## src/hw/wwd_pkg.sv

```systemverilog
package wwd_pkg;

  // counter field layout
  localparam int CNT_WIDTH = 7;
  localparam int TOP_BIT = 6;
  localparam logic [6:0] CNT_RESET = 7'h7f;
  localparam logic [6:0] WIN_RESET = 7'h7f;
  localparam logic [6:0] CNT_FLOOR = 7'h3f;
  localparam logic [6:0] CNT_TOP_VAL = 7'h40;

  // clock and prescaler
  localparam int REF_CLK_HZ = 10_000_000;
  localparam int PRESCALE_CYCLES = 16384;
  localparam logic [13:0] PRESCALE_LAST = 14'h3fff;

  // wake-up restart delays in cpu clocks
  localparam int WAKE_SHORT_CLOCKS = 256;
  localparam int WAKE_LONG_CLOCKS = 4096;
  localparam logic [12:0] WAKE_SHORT_CNT = 13'h0100;
  localparam logic [12:0] WAKE_LONG_CNT = 13'h1000;

  // timeout formula constants
  localparam int TMIN_OFFSET = 128;
  localparam int STEP_OFFSET = 192;
  localparam int SUB_CYCLES = 64;

  typedef enum logic [1:0] {
    WWD_RUN = 2'b00,
    WWD_HALTED = 2'b01,
    WWD_ACT_HALT = 2'b10,
    WWD_WAKE_WAIT = 2'b11
  } wwd_state_type;

  // option byte settings
  typedef struct packed {
    logic hwWatchdog;
    logic resetOnHaltOption;
    logic longWakeDelay;
  } wwd_option_type;

  // cpu power events, one-cycle pulses
  typedef struct packed {
    logic haltExec;
    logic wakeIrq;
    logic wakeReset;
  } wwd_power_type;

  typedef struct packed {
    logic [5:0] msb;
    logic [5:0] lsb;
  } wwd_timebase_type;

  function automatic wwd_timebase_type wwd_timebase(input logic [1:0] sel);
    wwd_timebase_type t;
    t = '{msb: 6'h04, lsb: 6'h3b};
    case (sel)
      2'b00: t = '{msb: 6'h04, lsb: 6'h3b};
      2'b01: t = '{msb: 6'h08, lsb: 6'h35};
      2'b10: t = '{msb: 6'h14, lsb: 6'h23};
      2'b11: t = '{msb: 6'h31, lsb: 6'h36};
      default: t = '{msb: 6'h04, lsb: 6'h3b};
    endcase
    return t;
  endfunction

endpackage

```

## src/hw/wwd_watchdog.sv

```systemverilog
// How it works
// - timeout grows piecewise with the low six counter bits
// - timebase select picks coarse and fine constants from a table
// - minimum timeout piecewise, swapping 16384 steps per quotient
// - maximum timeout same form, simple branch up to coarse over four
// - all divisions truncate downward
// - slow and wait modes do not change the decrement rate
// - plain halt: one decrement, then counter frozen, no reset
// - interrupt wake from halt resumes after 256 or 4096 clocks
// - reset ending halt disables watchdog unless hardware option
// - halt with reset-on-halt option, active watchdog and no rtc irq resets
// - rtc irq enabled: halt enters active-halt, counter stops
// - interrupt wake from active-halt resumes counting immediately
// - reset wake from active-halt resumes after 256 or 4096 clocks
// - hardware option keeps watchdog always active
// - counter decrements every 16384 cycles, even when disabled
// - active watchdog resets when counter goes 40h to 3Fh
// - reload only legal below window and above 3Fh
// - software mode: off after reset, set once, cleared by reset
module wwd_watchdog
  import wwd_pkg::*;
(
  input wire logic ref_clk,
  input wire logic reset_n,
  input wire wwd_option_type option,
  input wire wwd_power_type power,
  input wire logic rtcIrqEnable,
  input wire logic [1:0] timebaseSelect,
  input wire logic controlWrite,
  input wire logic [7:0] controlData,
  input wire logic windowWrite,
  input wire logic [6:0] windowData,
  output logic [7:0] wdControlReg,
  output logic [6:0] wdWindowReg,
  output logic wdResetReq,
  output logic counterRunning,
  output logic [23:0] minTimeoutCycles,
  output logic [23:0] maxTimeoutCycles
);

  logic rstSync1_reg;
  logic rstSync2_reg;
  logic rstN;

  logic [13:0] prescale_reg;
  logic [13:0] prescale_next;
  logic tick;

  logic [6:0] counter_reg;
  logic [6:0] counter_next;
  logic activate_reg;
  logic activate_next;
  logic [6:0] window_reg;
  logic [6:0] window_next;
  logic resetReq_reg;
  logic resetReq_next;
  wwd_state_type state_reg;
  wwd_state_type state_next;
  logic [12:0] wake_reg;
  logic [12:0] wake_next;
  logic haltDecPend_reg;
  logic haltDecPend_next;

  logic active;
  logic counting;

  function automatic logic [12:0] wakeLoad(input wwd_option_type opt);
    return opt.longWakeDelay ? WAKE_LONG_CNT : WAKE_SHORT_CNT;
  endfunction

  always_ff @(posedge ref_clk or negedge reset_n) begin
    if (!reset_n) begin
      rstSync1_reg <= 1'b0;
      rstSync2_reg <= 1'b0;
    end else begin
      rstSync1_reg <= 1'b1;
      rstSync2_reg <= rstSync1_reg;
    end
  end
  assign rstN = rstSync2_reg;

  // free-running prescaler, never touched by register writes
  always_comb begin
    prescale_next = prescale_reg + 14'h0001;
  end
  assign tick = (prescale_reg == PRESCALE_LAST);

  assign active = activate_reg | option.hwWatchdog;
  assign counting = (state_reg == WWD_RUN) | haltDecPend_reg;

  always_comb begin
    counter_next = counter_reg;
    activate_next = activate_reg;
    window_next = window_reg;
    resetReq_next = resetReq_reg;
    state_next = state_reg;
    wake_next = wake_reg;
    haltDecPend_next = haltDecPend_reg;

    if (windowWrite) begin
      window_next = windowData;
    end

    if (tick && counting) begin
      counter_next = counter_reg - 7'h01;
      haltDecPend_next = 1'b0;
      if (active && (state_reg == WWD_RUN) && (counter_reg == CNT_TOP_VAL)) begin
        resetReq_next = 1'b1;
      end
    end

    if (controlWrite) begin
      counter_next = controlData[TOP_BIT:0];
      if (controlData[7]) begin
        activate_next = 1'b1;
      end
      if (active || controlData[7]) begin
        if (!controlData[TOP_BIT]) begin
          resetReq_next = 1'b1;
        end
        if (active && ((counter_reg >= window_reg) || (counter_reg <= CNT_FLOOR))) begin
          resetReq_next = 1'b1;
        end
      end
    end

    case (state_reg)
      WWD_RUN: begin
        if (power.haltExec) begin
          if (rtcIrqEnable) begin
            state_next = WWD_ACT_HALT;
          end else if (option.resetOnHaltOption && active) begin
            resetReq_next = 1'b1;
          end else begin
            state_next = WWD_HALTED;
            haltDecPend_next = 1'b1;
          end
        end
      end
      WWD_HALTED: begin
        if (power.wakeReset) begin
          state_next = WWD_WAKE_WAIT;
          haltDecPend_next = 1'b0;
          wake_next = wakeLoad(option);
          if (!option.hwWatchdog) begin
            activate_next = 1'b0;
          end
        end else if (power.wakeIrq) begin
          state_next = WWD_WAKE_WAIT;
          haltDecPend_next = 1'b0;
          wake_next = wakeLoad(option);
        end
      end
      WWD_ACT_HALT: begin
        if (power.wakeReset) begin
          state_next = WWD_WAKE_WAIT;
          wake_next = wakeLoad(option);
          if (!option.hwWatchdog) begin
            activate_next = 1'b0;
          end
        end else if (power.wakeIrq) begin
          state_next = WWD_RUN;
        end
      end
      WWD_WAKE_WAIT: begin
        wake_next = wake_reg - 13'h0001;
        if (wake_reg == 13'h0001) begin
          state_next = WWD_RUN;
        end
      end
      default: begin
        state_next = WWD_RUN;
      end
    endcase
  end

  always_ff @(posedge ref_clk or negedge rstN) begin
    if (!rstN) begin
      prescale_reg <= 14'h0000;
      counter_reg <= CNT_RESET;
      activate_reg <= 1'b0;
      window_reg <= WIN_RESET;
      resetReq_reg <= 1'b0;
      state_reg <= WWD_RUN;
      wake_reg <= 13'h0000;
      haltDecPend_reg <= 1'b0;
    end else begin
      prescale_reg <= prescale_next;
      counter_reg <= counter_next;
      activate_reg <= activate_next;
      window_reg <= window_next;
      resetReq_reg <= resetReq_next;
      state_reg <= state_next;
      wake_reg <= wake_next;
      haltDecPend_reg <= haltDecPend_next;
    end
  end

  assign wdControlReg = {activate_reg, counter_reg};
  assign wdWindowReg = window_reg;
  assign wdResetReq = resetReq_reg;
  assign counterRunning = counting;

  wwd_timeout_calc calc (
    .timeoutCount(counter_reg[5:0]),
    .timebaseSelect(timebaseSelect),
    .minCycles(minTimeoutCycles),
    .maxCycles(maxTimeoutCycles)
  );

endmodule

```

## src/hw/wwd_timeout_calc.sv

```systemverilog
module wwd_timeout_calc
  import wwd_pkg::*;
(
  input wire logic [5:0] timeoutCount,
  input wire logic [1:0] timebaseSelect,
  output logic [23:0] minCycles,
  output logic [23:0] maxCycles
);

  wwd_timebase_type tb;
  logic [5:0] msbQuarter;
  logic [7:0] quot;
  logic [23:0] stepPart;
  logic [23:0] minBase;

  always_comb begin
    tb = wwd_timebase(timebaseSelect);
    msbQuarter = {2'b00, tb.msb[5:2]};
    quot = 8'({timeoutCount, 2'b00} / tb.msb);
    minBase = 24'((tb.lsb + TMIN_OFFSET) * SUB_CYCLES);
    stepPart = 24'(PRESCALE_CYCLES * (timeoutCount - quot)) +
      24'((STEP_OFFSET + tb.lsb) * SUB_CYCLES * quot);
    if (timeoutCount < msbQuarter) begin
      minCycles = minBase + 24'(PRESCALE_CYCLES * timeoutCount);
    end else begin
      minCycles = minBase + stepPart;
    end
    if (timeoutCount <= msbQuarter) begin
      maxCycles = 24'(PRESCALE_CYCLES) + 24'(PRESCALE_CYCLES * timeoutCount);
    end else begin
      maxCycles = 24'(PRESCALE_CYCLES) + stepPart;
    end
  end

endmodule

```

## config.mk

```make
export PLATFORM = sky130hd
export DESIGN_NAME = wwd_watchdog
export DESIGN_NICKNAME = d
export VERILOG_FILES = /design/src/hw/wwd_pkg.sv /design/src/hw/wwd_watchdog.sv /design/src/hw/wwd_timeout_calc.sv
export SDC_FILE = /design/constraint.sdc
export NUM_CORES = 1
export LEC_CHECK = 0
export ABC_AREA = 1
export ABC_CLOCK_PERIOD_IN_PS = 13300
export BUFFER_PORTS_ARGS = -buffer_cell sky130_fd_sc_hd__buf_2
export CAP_MARGIN = 20
export CORE_ASPECT_RATIO = 1.4
export CORE_MARGIN = 5
export CORE_UTILIZATION = 49
export CTS_CLUSTER_DIAMETER = 150
export DETAILED_ROUTE_END_ITERATION = 8
export GPL_ROUTABILITY_DRIVEN = 0
export PLACE_DENSITY = 0.78
export SLEW_MARGIN = 20
export SYNTH_ARGS = -nofsm -noshare
export SYNTH_HDL_FRONTEND = slang
export SYNTH_SLANG_ARGS = --single-unit
export TNS_END_PERCENT = 1
```

## constraint.sdc

```tcl
create_clock -name ref_clk -period 13.3 [get_ports ref_clk]
set_input_delay 0.665 -clock ref_clk [delete_from_list [all_inputs] [get_ports ref_clk]]
set_output_delay 0.665 -clock ref_clk [all_outputs]
set_load 0.005 [all_outputs]
```

==> run metrics <==
status finished clean; routed vias/inst 5.20; Post-DRT Antenna Nets 0; vias in the first global route 7024; Area Growth Syn to Fin 22.2%; critical path capture point type output pin; Syn Inst Count 1062; TritonCTS clock tree built; worst slew pin tran 0.752 ns; Fin. Hold Viols 0; Ys Warns 0; dpl cells 1373; Worst path top cell family by delay adder cells; first-pass GRT wire length 31700 µm; Final Net Count 1386; Crit-path slowest cell fa_1; asr flop ratio synth 1.00; Worst R2R Path Depth 14; number of cells on the critical path 82; Overall Global Routing Usage 0.212; Die X 115 µm; worst setup path startpoint timebaseSelect[0]; I/O Buffers 80; #FFs+latches synth 48; critical path class input pin to output pin; clock-pin transition on the worst setup and hold timing paths 0.06 ns; post-synth top area cell ha_1; clock root buffer clkbuf_16; Hold WC Path Type input pin to async pin; sequential-to-total area share from yosys stat 0.160; drt total wl 20600 µm; critical path buffer and inverter count 19; final core occ 0.603; synth top area cells ha_1 (18%), dfrtp_1 (11%), fa_1 (10%), inv_1 (9.7%), nand2_1 (8.7%); Layout fillers 1303; Die Span Y 158 µm; clk buf depth 2; Starting Density 0.493; final cell count without fillers 1408; library cells used by synthesis 53; row cnt 54; Inserted Clock Buffers 5; Yosys top cell area share 0.177; max reg flops 14; core box area 15500 µm²; First-pass DRT Iterations 5; top_reg_cell synth dfrtp_1; antenna violations before repair 0; final setup vio count 0; Worst-Skew Late Latency 0.29 ns; Critical R2R Launch state_reg[0]; Post-Syn Area 7630 µm²; clock skew 0.00728 ns; DRC violations left 0; IO Count 93; EDFF count, synth 0; crit-path max FO 7; pins over their slew limit 0; Clock Sink Count 48; Critical Path RT 12.64 ns; Final Critical Period 12.93 ns; Slew HR 0.486; GRT Residual Overflow 0; Die ar. 18200 µm²; fraction of layout cells with a size suffix above 1 0.241; Top cell by count, worst path nand2_1; Worst setup SP type input pin; MaxCap Viol Count 0; Arrival @ worst endpoint 12.26 ns; WL/cell 14.7 µm; Vias 7319; largest net degree at the start of global routing 47; H-tree depth 2; ANT cells 0; max frequency 77.3 MHz; Synth Area per Inst 7.19 µm²; worst hold margin 0.149 ns; Tcrit/Tclk final 0.972; number of DRC markers in iteration 0 318; DP HPWL 16200 µm; Crit path largest cell delay 0.51 ns
[layout by cell type (no fill, tap or decap), drive strengths merged, types with 2 or more instances in the layout]
cell type and n:
a211oi 2, a21o 3, a21oi 59, a31oi 4, and2 2, buf 133
clkbuf 5, clkinv 4, conb 37, dfrtp 34, dfstp 14, fa 39
ha 108, inv 205, nand2 202, nand3 61, nand4 10, nor2 111
nor3 13, nor3b 2, nor4 2, o211ai 3, o21ai 71, o21bai 5
o22ai 3, or2 8, xnor2 24, xor2 35
[final timing paths]
kind | to | slack (ns)
worst max-delay path | minTimeoutCycles[22] | 0.37
worst min-delay path | rstN | 0.15
worst min register to register | state_reg[0] | 0.33
max in group asynchronous | prescale_reg[3] | 12.58
min in group ref_clk | rstN | 0.35
worst max register to register | wake_reg[11] | 10.45
[metrics by stage]
stage | cell area (µm²) | setup slack (ns) | setup TNS, ns
finish | 9330 | 0.372 | 0
global route | 9330 | -0.360 | -1.72
CTS | 8710 | 0.00783 | 0
detailed placement | 8460 | -0.648 | -3.54
global placement | 8460 | -0.175 | -0.641
floorplan | 7770 | 0.0657 | 0
[synth_stat cells (all sizes together) (3+ instances only)]
cell type / count
nand3: 61
a31oi: 4
inv: 202
fa: 39
dfrtp: 34
dfstp: 14
clkbuf: 10
a21oi: 59
ha: 108
a21o: 3
nand2: 201
nor3: 13
o21bai: 5
xor2: 35
o22ai: 3
nand4: 10
nor2: 111
buf: 17
clkinv: 6
xnor2: 24
o211ai: 3
o21ai: 71
or2: 8
[layer usage]
layer | share of wire | global-route usage
met5 | 0 | 0
met2 | 0.53 | 0.400
met1 | 0.39 | 0.246
met4 | 0.033 | 0.0761
met3 | 0.045 | 0.0184
[what timing repair did]
| action | in CTS | in global routing |
|---|---|---|
| gates cloned | 0 | 1 |
| hold buffers | 0 | 0 |
| endpoints found under the setup margin | 10 | 17 |
| setup buffers | 4 | 22 |
| resized for setup | 18 | 104 |
| pin swaps | 2 | 73 |
[cell type report]
type | count | area (µm²) | area share
multi-input cells | 815 | 6090 | 0.653
flip-flops and latches | 48 | 1220 | 0.131
repair buffers | 133 | 811 | 0.0869
inverters | 208 | 793 | 0.0850
well taps | 196 | 245 | 0.0263
clock buffers | 5 | 125 | 0.0134
clock inverters | 3 | 42.5 | 0.00456
[kinds of logic (layout without fill, tap and decap cells)]
logic type / count (synthesis) / after routing / synth area share
adders and majority gates: 147 / 147 / 0.279
other: 2 / 37 / 0.000984
and+or+nand+nor: 410 / 411 / 0.250
AOI/OAI and AO/OA: 160 / 160 / 0.118
xor gates and xnor gates: 59 / 59 / 0.0677
DFF: 48 / 48 / 0.160
buffers and inverters: 235 / 349 / 0.124
muxes: 1 / 1 / 0.00148
[worst reg2reg max path, cell delays in order, from the launching register on]
cell     delay (ns)
dfrtp_1        0.37
inv_1          0.10
ha_1           0.24
inv_1          0.06
nor2_1         0.03
nor3_1         0.63
nand3_1        0.18
or2_2          0.33
nor2_1         0.18
nand2_1        0.08
inv_1          0.11
nand3_1        0.10
nor2_1         0.12
xnor2_1        0.13
nor2_1         0.06
Power is not shown: default switching activity piles up to over one toggle a cycle in this logic, so the estimate is an artifact.
